**config.mk**
```make
export PLATFORM = sky130hd
export DESIGN_NAME = tpa_core
export DESIGN_NICKNAME = d
export VERILOG_FILES = /design/src/inc/tpa_pkg.sv /design/src/hw/tpa_core.sv /design/src/hw/tpa_sync.sv /design/src/hw/tpa_dpram.sv
export SDC_FILE = /design/constraint.sdc
export NUM_CORES = 1
export LEC_CHECK = 0
export BUFFER_PORTS_ARGS = -buffer_cell sky130_fd_sc_hd__buf_2
export CORE_ASPECT_RATIO = 0.9
export CORE_MARGIN = 2
export CORE_UTILIZATION = 50
export CTS_CLUSTER_SIZE = 16
export DETAILED_ROUTE_END_ITERATION = 8
export HOLD_SLACK_MARGIN = 0.05
export PLACE_DENSITY = 0.7
export SETUP_SLACK_MARGIN = 0.1
export SLEW_MARGIN = 10
export SYNTH_ARGS = -nofsm -noshare
export SYNTH_HDL_FRONTEND = slang
export SYNTH_SLANG_ARGS = --single-unit
```
**constraint.sdc**
```tcl
create_clock -name clk_in -period 8.2 [get_ports clk_in]
set_input_delay 0.82 -clock clk_in [delete_from_list [all_inputs] [get_ports clk_in]]
set_output_delay 0.82 -clock clk_in [all_outputs]
set_load 0.02 [all_outputs]
```
**src/inc/tpa_pkg.sv**
```systemverilog
// Constants, types and mapping helper for the serial/parallel access core
// Functional notes
// - Mode-group select high always selects processor peripheral mode.
// - Mode-group select low: submode high gives fast RAM, low gives bus controller.
// - In peripheral mode the submode pin becomes the vector-fetch acknowledge.
// - Bus controller mode drives parallel address and control lines as outputs.
// - 32-channel layout maps memory bytes 0-31 directly to channels 0-31.
// - 24-channel layout skips every fourth channel from 0 and sends FF there.
// - Peripheral mode takes the layout from bit 5 of control register 1.
// - Fast RAM and bus controller modes take the layout from the channel-count pin.
// - Each of three serial streams has its own 32-byte dual-port memory.
// - Parallel accesses are asynchronous, serial accesses follow the bit clock.
// - Contention only when both sides hit the same byte at once.
// - Serial memory access in second half of each channel's last bit-clock cycle.
// - On contention the serial access goes first, the parallel one waits.
// - Peripheral mode delays the transfer acknowledge during contention.
// - Peripheral transfers: strobe asserted, acknowledge returned when exchange done.
// - Fast RAM contention window is the whole last bit-clock cycle of a channel.
// - Access begun before window, ended in its first half, completes normally.
// - Access running past the window's first half raises busy.
// - Access started inside the window sees busy at once; master waits.
// - Bus controller mode needs no contention handling.
// - Peripheral mode reaches all three memories and the control registers.
// - Serial streams run at 2048 kbit/s in time-division channels.
// - Low pulse on mode-group select in peripheral mode resets control registers.
// - Bus controller emits a four-bit-cell low select pulse in valid channels' last half.
package tpa_pkg;
    localparam int BIT_RATE_KBPS = 2048;
    localparam int C4_PER_BIT = 2;
    localparam int CH_PER_FRAME = 32;
    localparam int CNT_W = 9;
    localparam int PHASE_W = 4;
    localparam logic [3:0] LAST_PHASE = 4'hF;
    localparam logic [3:0] M3_CAPTURE_PHASE = 4'h7;
    localparam logic [3:0] M3_RX_READ_PHASE = 4'h8;
    localparam logic [7:0] IDLE_BYTE = 8'hFF;
    localparam logic [1:0] SEL_TXA = 2'h0;
    localparam logic [1:0] SEL_TXB = 2'h1;
    localparam logic [1:0] SEL_RX = 2'h2;
    localparam logic [1:0] SEL_REG = 2'h3;
    localparam logic [4:0] REG_CTRL1 = 5'h00;
    localparam logic [4:0] REG_VECTOR = 5'h01;
    localparam int CTRL_CH24_BIT = 5;
    localparam logic [7:0] CTRL1_RST = 8'h00;
    localparam logic [7:0] VECTOR_RST = 8'h0F;

    typedef enum logic [2:0] {
        MODE_UP = 3'b001,
        MODE_FAST = 3'b010,
        MODE_BUS = 3'b100
    } tpa_mode_t;

    typedef enum logic [3:0] {
        P_IDLE = 4'b0001,
        P_HOLD = 4'b0010,
        P_READ = 4'b0100,
        P_ACK = 4'b1000
    } tpa_pst_t;

    // Parallel control pins: chip select, strobe/output enable, read-write/write enable
    typedef struct packed {
        logic cs_n;
        logic strobe_n;
        logic rw_we;
    } tpa_pctl_t;

    // One memory port access
    typedef struct packed {
        logic we;
        logic [4:0] addr;
        logic [7:0] data;
    } tpa_acc_t;

    // Channel to memory byte; 24-channel layout packs three of each four channels
    function automatic logic [4:0] tpa_map(input logic [4:0] ch, input logic ch24);
        logic [4:0] g;
        g = {2'b00, ch[4:2]};
        if (ch24) begin
            return (g << 1) + g + {3'b000, ch[1:0]} - 5'h01;
        end
        return ch;
    endfunction

    function automatic logic tpa_skip(input logic [4:0] ch, input logic ch24);
        return ch24 && (ch[1:0] == 2'b00);
    endfunction
endpackage

```
**src/hw/tpa_core.sv**
```systemverilog
// Serial time-division bus to parallel bus access core
`timescale 1ns/10ps
module tpa_core
    import tpa_pkg::*;
(
    input wire logic clk_in,
    input wire logic rst_in,
    input wire logic serial_bit_clock_in,
    input wire logic frame_pulse_n_in,
    input wire logic serial_in_stream_in,
    output logic serial_out_stream_a_out,
    output logic serial_out_stream_b_out,
    input wire logic mode_group_select_in,
    input wire logic submode_select_in,
    input wire logic channel_count_pin_in,
    input wire tpa_pctl_t pctl_in,
    output tpa_pctl_t pctl_out,
    output logic [2:0] pctl_oe_out,
    input wire logic [5:0] addr_in,
    output logic [5:0] addr_out,
    output logic [5:0] addr_oe_out,
    input wire logic [7:0] data_in,
    output logic [7:0] data_out,
    output logic data_oe_out,
    output logic status_pin_out,
    output logic status_pin_oe_out,
    output tpa_mode_t mode_out,
    output logic ch24_out
);
    localparam int SW = 23;
    // Idle pin levels: frame, data, selects high, controls released
    localparam logic [SW-1:0] SYNC_IDLE = {6'b011111, 3'b111, 14'h0000};
    logic [SW-1:0] sync_q;
    logic c4_s, f0_n_s, sti_s, mms_s, pin3_s, ccp_s;
    tpa_pctl_t pctl_s;
    logic [5:0] addr_s;
    logic [7:0] data_s;

    // All pins pass two flip-flops first
    tpa_sync #(.W(SW), .RST_VAL(SYNC_IDLE)) u_sync (
        .clk_in(clk_in),
        .rst_in(rst_in),
        .d_in({serial_bit_clock_in, frame_pulse_n_in, serial_in_stream_in,
            mode_group_select_in, submode_select_in, channel_count_pin_in,
            pctl_in, addr_in, data_in}),
        .q_out(sync_q)
    );
    assign {c4_s, f0_n_s, sti_s, mms_s, pin3_s, ccp_s, pctl_s, addr_s, data_s} = sync_q;

    // Bit clock edges and frame alignment
    logic c4_d_r, f0_d_r, fall, rise, frame_armed_r, frame_start;
    logic [CNT_W-1:0] cnt_r, cnt_nxt;
    logic [4:0] ch, ch_next;
    logic [PHASE_W-1:0] phase;
    logic window;
    assign fall = c4_d_r && !c4_s;
    assign rise = !c4_d_r && c4_s;
    assign frame_start = fall && frame_armed_r;
    assign ch = cnt_r[8:4];
    assign ch_next = ch + 5'h01;
    assign phase = cnt_r[3:0];
    assign window = (phase == LAST_PHASE);
    assign cnt_nxt = frame_start ? '0 : cnt_r + 9'h001;

    // Channel counter: 16 bit-clock cycles per channel, 32 channels
    always_ff @(posedge clk_in) begin
        if (rst_in) begin
            c4_d_r <= 1'b0;
            f0_d_r <= 1'b1;
            frame_armed_r <= 1'b0;
            cnt_r <= '0;
        end else begin
            c4_d_r <= c4_s;
            f0_d_r <= f0_n_s;
            // Arm on the pulse's falling edge only, so one pulse starts one frame
            if (f0_d_r && !f0_n_s) begin
                frame_armed_r <= 1'b1;
            end else if (fall) begin
                frame_armed_r <= 1'b0;
            end
            if (fall) begin
                cnt_r <= cnt_nxt;
            end
        end
    end

    // Mode and layout, latched at frame start
    tpa_mode_t mode_r, mode_dec;
    logic ch24_r;
    logic [7:0] ctrl1_r, vector_r;
    always_comb begin
        if (mms_s) begin
            mode_dec = MODE_UP;
        end else if (pin3_s) begin
            mode_dec = MODE_FAST;
        end else begin
            mode_dec = MODE_BUS;
        end
    end

    always_ff @(posedge clk_in) begin
        if (rst_in) begin
            mode_r <= MODE_UP;
            ch24_r <= 1'b0;
        end else if (frame_start) begin
            mode_r <= mode_dec;
            ch24_r <= (mode_dec == MODE_UP) ? ctrl1_r[CTRL_CH24_BIT] : !ccp_s;
        end
    end
    assign mode_out = mode_r;
    assign ch24_out = ch24_r;

    // Serial side: addresses for receive (this channel) and transmit (next channel)
    logic [4:0] map_cur, map_nxt;
    logic skip_cur, skip_nxt, ser_acc;
    assign map_cur = tpa_map(ch, ch24_r);
    assign map_nxt = tpa_map(ch_next, ch24_r);
    assign skip_cur = tpa_skip(ch, ch24_r);
    assign skip_nxt = tpa_skip(ch_next, ch24_r);
    assign ser_acc = rise && window;

    logic [7:0] rx_sh_r, tx_a_sh_r, tx_b_sh_r, tx_a_nxt_r, tx_b_nxt_r;
    logic ser_rd_d_r;
    tpa_acc_t acc_a, acc_b_rx, acc_b_tx;
    assign acc_b_rx = '{we: ser_acc && !skip_cur, addr: map_cur, data: {rx_sh_r[6:0], sti_s}};
    assign acc_b_tx = '{we: 1'b0, addr: map_nxt, data: 8'h00};

    // Memories: transmit a, transmit b, receive
    logic [7:0] a_rd [0:2];
    logic [7:0] b_rd [0:2];
    logic [1:0] a_sel;
    genvar gi;
    generate
        for (gi = 0; gi < 3; gi++) begin : g_ram
            tpa_dpram #(.AW(5), .DW(8)) u_ram (
                .clk_in(clk_in),
                .a_we_in(acc_a.we && a_sel == 2'(gi)),
                .a_addr_in(acc_a.addr),
                .a_wdata_in(acc_a.data),
                .a_rdata_out(a_rd[gi]),
                .b_we_in(gi == 2 ? acc_b_rx.we : 1'b0),
                .b_addr_in(gi == 2 ? acc_b_rx.addr : acc_b_tx.addr),
                .b_wdata_in(acc_b_rx.data),
                .b_rdata_out(b_rd[gi])
            );
        end
    endgenerate

    // Receive shift, transmit fetch and shift
    always_ff @(posedge clk_in) begin
        if (rst_in) begin
            rx_sh_r <= '0;
            tx_a_sh_r <= IDLE_BYTE;
            tx_b_sh_r <= IDLE_BYTE;
            tx_a_nxt_r <= IDLE_BYTE;
            tx_b_nxt_r <= IDLE_BYTE;
            ser_rd_d_r <= 1'b0;
        end else begin
            ser_rd_d_r <= ser_acc;
            if (rise && phase[0]) begin
                rx_sh_r <= {rx_sh_r[6:0], sti_s};
            end
            if (ser_rd_d_r) begin
                tx_a_nxt_r <= skip_nxt ? IDLE_BYTE : b_rd[0];
                tx_b_nxt_r <= skip_nxt ? IDLE_BYTE : b_rd[1];
            end
            if (fall && cnt_nxt[3:0] == 4'h0) begin
                tx_a_sh_r <= tx_a_nxt_r;
                tx_b_sh_r <= tx_b_nxt_r;
            end else if (fall && !cnt_nxt[0]) begin
                tx_a_sh_r <= {tx_a_sh_r[6:0], 1'b1};
                tx_b_sh_r <= {tx_b_sh_r[6:0], 1'b1};
            end
        end
    end
    assign serial_out_stream_a_out = tx_a_sh_r[7];
    assign serial_out_stream_b_out = tx_b_sh_r[7];

    // Parallel request decode
    logic pacc, pwrite, vack, preq, conflict, c4_hi_win;
    logic [1:0] p_sel;
    logic [4:0] p_addr;
    assign pwrite = !pctl_s.rw_we;
    assign vack = (mode_r == MODE_UP) && !pin3_s && !pctl_s.strobe_n;
    assign pacc = !pctl_s.cs_n && (!pctl_s.strobe_n || (mode_r == MODE_FAST && pwrite));
    assign preq = pacc || vack;
    assign p_addr = vack ? REG_VECTOR : addr_s[4:0];
    always_comb begin
        if (vack || (mode_r == MODE_UP && addr_s[5])) begin
            p_sel = SEL_REG;
        end else if (mode_r == MODE_UP) begin
            p_sel = ctrl1_r[1:0];
        end else if (addr_s[5]) begin
            p_sel = SEL_TXB;
        end else if (pwrite) begin
            p_sel = SEL_TXA;
        end else begin
            p_sel = SEL_RX;
        end
    end
    // Same byte in the same serial window
    assign conflict = window && (((p_sel == SEL_RX) && p_addr == map_cur)
        || ((p_sel == SEL_TXA || p_sel == SEL_TXB) && p_addr == map_nxt));
    assign c4_hi_win = window && c4_s;

    // Peripheral handshake state machine
    tpa_pst_t pst_r;
    logic issue;
    always_ff @(posedge clk_in) begin
        if (rst_in) begin
            pst_r <= P_IDLE;
        end else if (mode_r != MODE_UP) begin
            pst_r <= P_IDLE;
        end else begin
            case (pst_r)
                P_IDLE: begin
                    if (preq) begin
                        pst_r <= conflict ? P_HOLD : P_READ;
                    end
                end
                P_HOLD: begin
                    if (!preq) begin
                        pst_r <= P_IDLE;
                    end else if (!conflict) begin
                        pst_r <= P_READ;
                    end
                end
                P_READ: begin
                    pst_r <= P_ACK;
                end
                P_ACK: begin
                    if (!preq) begin
                        pst_r <= P_IDLE;
                    end
                end
                default: begin
                    pst_r <= P_IDLE;
                end
            endcase
        end
    end
    assign issue = (mode_r == MODE_UP) && preq && !conflict
        && (pst_r == P_IDLE || pst_r == P_HOLD);

    // Fast RAM busy
    logic busy_r, pacc_d_r, m2_ok;
    always_ff @(posedge clk_in) begin
        if (rst_in) begin
            busy_r <= 1'b0;
            pacc_d_r <= 1'b0;
        end else begin
            pacc_d_r <= pacc;
            if (mode_r != MODE_FAST || !window) begin
                busy_r <= 1'b0;
            end else if (pacc && conflict && ((!pacc_d_r) || c4_hi_win)) begin
                busy_r <= 1'b1;
            end
        end
    end
    assign m2_ok = (mode_r == MODE_FAST) && pacc && !busy_r && !(conflict && c4_hi_win);

    // Control registers, cleared by mode-group low pulse in peripheral mode
    always_ff @(posedge clk_in) begin
        if (rst_in || (mode_r == MODE_UP && !mms_s)) begin
            ctrl1_r <= CTRL1_RST;
            vector_r <= VECTOR_RST;
        end else if (issue && pwrite && !vack && p_sel == SEL_REG) begin
            if (p_addr == REG_CTRL1) begin
                ctrl1_r <= data_s;
            end else if (p_addr == REG_VECTOR) begin
                vector_r <= data_s;
            end
        end
    end

    // Memory port A: parallel master, or own bus cycles in controller mode
    logic m3_cap, m3_rd;
    assign m3_cap = (mode_r == MODE_BUS) && fall && phase == M3_CAPTURE_PHASE && !skip_nxt;
    assign m3_rd = (mode_r == MODE_BUS) && fall && phase == M3_RX_READ_PHASE;
    always_comb begin
        acc_a = '{we: 1'b0, addr: p_addr, data: data_s};
        a_sel = p_sel;
        if (mode_r == MODE_BUS) begin
            a_sel = phase[3] ? SEL_RX : SEL_TXA;
            acc_a.addr = phase[3] ? map_cur : map_nxt;
            acc_a.we = m3_cap;
        end else if (mode_r == MODE_UP) begin
            acc_a.we = issue && pwrite && p_sel != SEL_REG;
        end else begin
            acc_a.we = m2_ok && pwrite;
        end
    end

    // Read data capture
    logic [1:0] sel_d_r;
    logic [4:0] addr_d_r;
    logic m3_rd_d_r;
    always_ff @(posedge clk_in) begin
        if (rst_in) begin
            sel_d_r <= SEL_TXA;
            addr_d_r <= '0;
            m3_rd_d_r <= 1'b0;
            data_out <= '0;
        end else begin
            sel_d_r <= a_sel;
            addr_d_r <= acc_a.addr;
            m3_rd_d_r <= m3_rd;
            if (sel_d_r == SEL_REG) begin
                data_out <= (addr_d_r == REG_CTRL1) ? ctrl1_r
                    : (addr_d_r == REG_VECTOR) ? vector_r : 8'h00;
            end else if (pst_r == P_READ || m2_ok || m3_rd_d_r) begin
                data_out <= a_rd[sel_d_r];
            end
        end
    end

    // Bus controller drive and delayed select
    tpa_pctl_t pctl_r;
    logic dcs_n_r;
    always_ff @(posedge clk_in) begin
        if (rst_in) begin
            pctl_r <= '{cs_n: 1'b1, strobe_n: 1'b1, rw_we: 1'b1};
            dcs_n_r <= 1'b1;
            addr_out <= '0;
        end else begin
            pctl_r.cs_n <= !(mode_r == MODE_BUS);
            pctl_r.strobe_n <= !(mode_r == MODE_BUS && !phase[3]);
            pctl_r.rw_we <= !(mode_r == MODE_BUS && phase[3] && phase > M3_RX_READ_PHASE
                && phase < LAST_PHASE && !skip_cur);
            dcs_n_r <= !(mode_r == MODE_BUS && phase[3] && !skip_cur);
            addr_out <= {1'b0, acc_a.addr};
        end
    end
    assign pctl_out = pctl_r;
    assign pctl_oe_out = (mode_r == MODE_BUS) ? 3'h7 : 3'h0;
    assign addr_oe_out = (mode_r == MODE_BUS) ? 6'h3F : 6'h00;

    // Data bus enable and shared status pin
    always_comb begin
        if (mode_r == MODE_UP) begin
            data_oe_out = (pst_r == P_ACK) && !pwrite;
            status_pin_out = 1'b0;
            status_pin_oe_out = (pst_r == P_ACK);
        end else if (mode_r == MODE_FAST) begin
            data_oe_out = pacc && !pwrite && !busy_r;
            status_pin_out = 1'b0;
            status_pin_oe_out = busy_r;
        end else begin
            data_oe_out = !pctl_r.rw_we;
            status_pin_out = dcs_n_r;
            status_pin_oe_out = 1'b1;
        end
    end

    // Checks
    mode_latch_a: assert property (@(posedge clk_in) disable iff (rst_in)
        frame_start |=> mode_r == $past(mode_dec))
        else $error("mode not latched at frame start");
    mode_sub_a: assert property (@(posedge clk_in) disable iff (rst_in)
        frame_start && !mms_s |=> mode_r == ($past(pin3_s) ? MODE_FAST : MODE_BUS))
        else $error("submode decode wrong");
    layout_sel_a: assert property (@(posedge clk_in) disable iff (rst_in)
        frame_start && !mms_s |=> ch24_r == !$past(ccp_s))
        else $error("layout pin ignored");
    skip_ff_a: assert property (@(posedge clk_in) disable iff (rst_in)
        ser_rd_d_r && skip_nxt |=> tx_a_nxt_r == IDLE_BYTE && tx_b_nxt_r == IDLE_BYTE)
        else $error("skipped channel not idle");
    rx_write_a: assert property (@(posedge clk_in) disable iff (rst_in)
        acc_b_rx.we |-> window && rise && !skip_cur)
        else $error("serial write outside slot");
    hold_off_a: assert property (@(posedge clk_in) disable iff (rst_in)
        pst_r == P_HOLD && conflict |=> pst_r != P_READ && pst_r != P_ACK)
        else $error("parallel access not held");
    ack_seq_a: assert property (@(posedge clk_in) disable iff (rst_in)
        $rose(pst_r == P_ACK) |-> $past(pst_r) == P_READ && status_pin_oe_out)
        else $error("acknowledge out of order");
    busy_start_a: assert property (@(posedge clk_in) disable iff (rst_in)
        mode_r == MODE_FAST && window && pacc && !pacc_d_r && conflict
        ##1 window |-> busy_r)
        else $error("busy missing in window");
    busy_clear_a: assert property (@(posedge clk_in) disable iff (rst_in)
        !window |=> !busy_r || window)
        else $error("busy outside window");
    ctl_drive_a: assert property (@(posedge clk_in) disable iff (rst_in)
        mode_r == MODE_BUS |-> addr_oe_out == 6'h3F && pctl_oe_out == 3'h7 && !busy_r)
        else $error("controller lines not driven");
    reg_clear_a: assert property (@(posedge clk_in) disable iff (rst_in)
        mode_r == MODE_UP && !mms_s |=> ctrl1_r == CTRL1_RST)
        else $error("registers not cleared");
    cov_frame_c: cover property (@(posedge clk_in) disable iff (rst_in) frame_start);
    cov_hold_c: cover property (@(posedge clk_in) disable iff (rst_in) pst_r == P_HOLD);
    cov_busy_c: cover property (@(posedge clk_in) disable iff (rst_in) $rose(busy_r));
    cov_dcs_c: cover property (@(posedge clk_in) disable iff (rst_in) $fell(dcs_n_r));
endmodule

```
**src/hw/tpa_sync.sv**
```systemverilog
// Two-stage synchroniser for pin inputs
`timescale 1ns/10ps
module tpa_sync #(
    parameter int W = 1,
    parameter logic [W-1:0] RST_VAL = '0 // Idle level of each pin
) (
    input wire logic clk_in,
    input wire logic rst_in,
    input wire logic [W-1:0] d_in,
    output logic [W-1:0] q_out
);
    logic [W-1:0] meta_r;

    // First stage feeds only the second; reset to idle levels, no false edge after reset
    always_ff @(posedge clk_in) begin
        if (rst_in) begin
            meta_r <= RST_VAL;
            q_out <= RST_VAL;
        end else begin
            meta_r <= d_in;
            q_out <= meta_r;
        end
    end
endmodule

```
**src/hw/tpa_dpram.sv**
```systemverilog
// Dual-port byte memory with registered reads, port B wins on same-address writes
`timescale 1ns/10ps
module tpa_dpram #(
    parameter int AW = 5,
    parameter int DW = 8
) (
    input wire logic clk_in,
    input wire logic a_we_in,
    input wire logic [AW-1:0] a_addr_in,
    input wire logic [DW-1:0] a_wdata_in,
    output logic [DW-1:0] a_rdata_out,
    input wire logic b_we_in,
    input wire logic [AW-1:0] b_addr_in,
    input wire logic [DW-1:0] b_wdata_in,
    output logic [DW-1:0] b_rdata_out
);
    logic [DW-1:0] mem [0:(1<<AW)-1];

    // Writes; serial port B takes priority on a clash
    always_ff @(posedge clk_in) begin
        if (a_we_in && !(b_we_in && b_addr_in == a_addr_in)) begin
            mem[a_addr_in] <= a_wdata_in;
        end
        if (b_we_in) begin
            mem[b_addr_in] <= b_wdata_in;
        end
    end

    // Registered reads
    always_ff @(posedge clk_in) begin
        a_rdata_out <= mem[a_addr_in];
        b_rdata_out <= mem[b_addr_in];
    end
endmodule

```
==> flow_metrics.py <==
metrics = {
    "synthesis": {
        "ys_warn_count": 0,
        "synth_area_um2": 45310,
        "syn_inst": 3542,
        "synth_edf_count": 768,
        "avgSynthCellArea_um2": 12.79,
        "synthFlopType": "edfxtp_1",
        "synth_cell_types": 76,
        "syn-num-nets": 3590,
        "synth-seq-cells": 952,
        "postSynth.asyncResetShare": 0,
        "yosysSeqAreaShare": 0.5902,
    },
    "placement": {
        "hpwl_um": 81430,
        "gp_congestion": 0.9349,
        "port_buffers": 58,
        "post-place-cells": 4540,
    },
    "route": {
        "wl_um": 131100,
        "drtAntennaViolNets": 0,
        "drc": 0,
        "wire_per_inst_um": 27.75,
        "viasPerCell": 6.546,
        "drtIter0Drc": 4207,
        "drt-pass1-iter-count": 6,
        "route.vias.total": 30920,
    },
    "min_path": {
        "whs_path_depth": 2,
        "min_from": "serial_in_stream_in",
        "holdPathEnd": "u_sync.meta_r[20]",
        "hold_path_class": "in2reg",
    },
    "cts": {
        "cts-root-buf": "clkbuf_16",
        "cts_tree": "built",
        "ctsHtreeMaxLevel": 3,
        "clkLatencyLatePin_ps": 680,
        "cts_sinks": 952,
        "path_clk_slew_ps": 60,
        "hold_buffers": 0,
        "cts_resized": 0,
        "cts_made_buffers": 98,
        "cts.path.max_buffers": 3,
        "post_cts_buffers": 0,
    },
    "timing": {
        "max_freq_ghz": 0.1550,
        "finalHoldViolCount": 0,
        "tns_ps": 0,
        "fin_skew_ps": 40.63,
        "final-max-slew-violation-count": 0,
        "slew_headroom": 0.1475,
        "rsz0062_at_grt": "false",
        "worstMarginPinSlew_ps": 1279,
        "setup_viol": 0,
        "fin_crit_sh": 0.7867,
        "min_period_ps": 6451,
    },
    "critical_path": {
        "r2r-end": "g_ram[1].u_ram.mem[18][0]",
        "worstPathArrival_ps": 6730,
        "required_ps": 8480,
        "cp-start-kind": "register",
        "critical_path_class": "reg2reg",
        "critPathMaxFanout": 49,
        "ff2ff_path_depth": 12,
        "r2r-start": "cnt_r[4]",
        "rrSetupSlack_ps": 1750,
        "crit_path_end_kind": "register",
    },
    "finish": {
        "multi_input_area_um2": 17360,
        "post_route_cells_drive_above_1_share": 0.2285,
        "num-fill-cells": 7137,
        "layout.nets": 3522,
        "synthToLayoutAreaGrowth_pct": 9.755,
        "final_cells": 4724,
        "regArea_um2": 26780,
        "n_antenna_cell": 0,
    },
    "die": {
        "io_pins": 60,
        "start_util": 0.5054,
        "dieArea_um2": 93060,
        "num_rows": 104,
        "fp.dieH_um": 289.6,
        "core_area_um2": 89660,
        "fp.dieW_um": 321.3,
    },
    "run_status": {
        "outcome": "completed",
    },
    "global_route": {
        "grt_usage": 0.2790,
        "antenna_found_initial": 1,
        "grt_remaining_overflow": 0,
        "grt_pass1_wl_um": 193000,
        "grt_pass1_vias": 29060,
        "grt_max_degree": 172,
    },
    "pwr": {
        "static-leakage-power_nw": 17.96,
        "ir_worst_vdd_mv": 0.1597,
        "power_density_nw_per_um2": 204.5,
    },
    "run": {
        "cap_violations": 0,
    },
}
[area by class of cell]
class / count / share of cell area
Sequential cell: 952 / 0.5385
Tap cell: 1166 / 0.02933
Inverter: 25 / 0.001887
Clock inverter: 37 / 0.006969
Timing Repair Buffer: 121 / 0.01640
Clock buffer: 147 / 0.05776
Multi-Input combinational cell: 2276 / 0.3491
[Yosys cell counts, types with 41 or more instances]
cell type,number,area (um2)
edfxtp_1,768,23060
nand2_1,712,2673
mux2_2,267,3007
mux4_2,186,4189
dfxtp_1,184,3684
clkbuf_1,181,679.4
and3_1,121,757.0
a31oi_1,120,750.7
nor2_1,117,439.2
a21oi_1,92,460.4
mux2i_1,82,820.8
a22oi_1,79,593.1
nand3_1,72,360.4
buf_2,62,310.3
nor3_1,55,275.3
nor2b_1,42,262.8
o22ai_1,41,256.5
[stage by stage]
| stage | setup slack, ps | hold WS (ps) | cell area [um2] | power, W | util |
|---|---|---|---|---|---|
| finish | 1749 | 330.4 | 49740 | 0.01017 | 0.5547 |
| global placement | 2276 | 394.7 | 46500 | 0.005781 | 0.5187 |
| CTS | 2039 | 305.9 | 49730 | 0.01018 | 0.5547 |
| detailed placement | 2076 | 393.4 | 46510 | 0.005787 | 0.5188 |
| global route | 1571 | 316.9 | 49740 | 0.01040 | 0.5547 |
| floorplan | 3856 | 389.5 | 45310 | 0.005615 | - |
[metal layers]
metal	GRT usage	part of all wire	up-vias
met1	0.4013	0.39	15390
met3	0.07770	0.13	284
li1	-	-	13180
met2	0.4119	0.44	2065
met5	0.004040	0.000084	-
met4	0.08972	0.033	2
[cell usage in the layout, fill, tap and decap left out, types with 17 or more instances in the layout]
master	count
ha_1	19
dfxtp_1	170
o22ai_1	41
inv_1	25
a32oi_1	17
mux2i_1	80
nand2_1	712
buf_2	57
xnor2_1	17
a22oi_1	79
o21ai_0	40
buf_4	60
mux2_2	267
nor2b_1	40
clkbuf_1	31
clkinv_2	17
edfxtp_1	768
mux4_2	186
a31oi_1	119
or2_2	20
nor2_1	116
a21oi_1	92
nor3_1	49
clkbuf_16	103
nand2b_1	24
nand3_1	72
nor3_2	35
and3_1	121
nand4_1	26
[state kept, by name, indices dropped and copies added (netlist names), 7 cells and up]
signal	count
g_ram.u_ram.a_rdata_out	24
tx_b_sh_r	8
g_ram.u_ram.mem	768
u_sync.meta_r	23
vector_r	8
cnt_r	9
tx_a_nxt_r	8
data_out	8
u_sync.q_out	23
g_ram.u_ram.b_rdata_out	16
ctrl1_r	8
tx_b_nxt_r	8
tx_a_sh_r	8
rx_sh_r	7
[worst max path at each step]
stage / startpoint / endpoint / slack [ps] / cells after the start
finish: cnt_r[4] / g_ram[1].u_ram.mem[18][0] / 1750 / 12
global route: cnt_r[4] / g_ram[1].u_ram.mem[19][5] / 1570 / 12
CTS: cnt_r[4] / g_ram[1].u_ram.mem[18][3] / 2040 / 12
detailed placement: cnt_r[4] / g_ram[1].u_ram.mem[16][6] / 2080 / 12
global placement: cnt_r[4] / g_ram[1].u_ram.mem[19][1] / 2280 / 12
floorplan: cnt_r[4] / g_ram[2].u_ram.mem[20][0] / 3860 / 15
[critical path, stage by stage, from the launching register on]
cell	delay, ps
dfxtp_1	490
ha_1	310
nand3_1	120
xnor2_1	600
fa_1	620
xnor2_1	340
mux2_2	220
buf_4	540
mux2i_1	200
a21oi_1	650
and2_1	280
nand2_1	500
nor3_1	1170
[cells by family (layout without fill, tap and decap cells)]
kind of cell | count (synthesis) | in the layout | share of synthesized area
AOI/OAI and AO/OA | 434 | 434 | 0.06188
DFF | 952 | 952 | 0.5902
adders and majority gates | 23 | 23 | 0.007013
buffers and inverters | 314 | 330 | 0.02949
xor gates and xnor gates | 23 | 23 | 0.005246
and+or+nand+nor | 1260 | 1260 | 0.1292
other | 1 | 1 | 0.00008275
muxes | 535 | 535 | 0.1769
[power by group]
part	internal, W	leakage, nW	switching (W)
Clock	0.00258	1.58	0.00189
Sequential	0.00522	8.53	0.0000529
Combinational	0.000143	7.85	0.000281
Total	0.00795	18.0	0.00222
No activity file was read; power rests on OpenSTA's default activity.
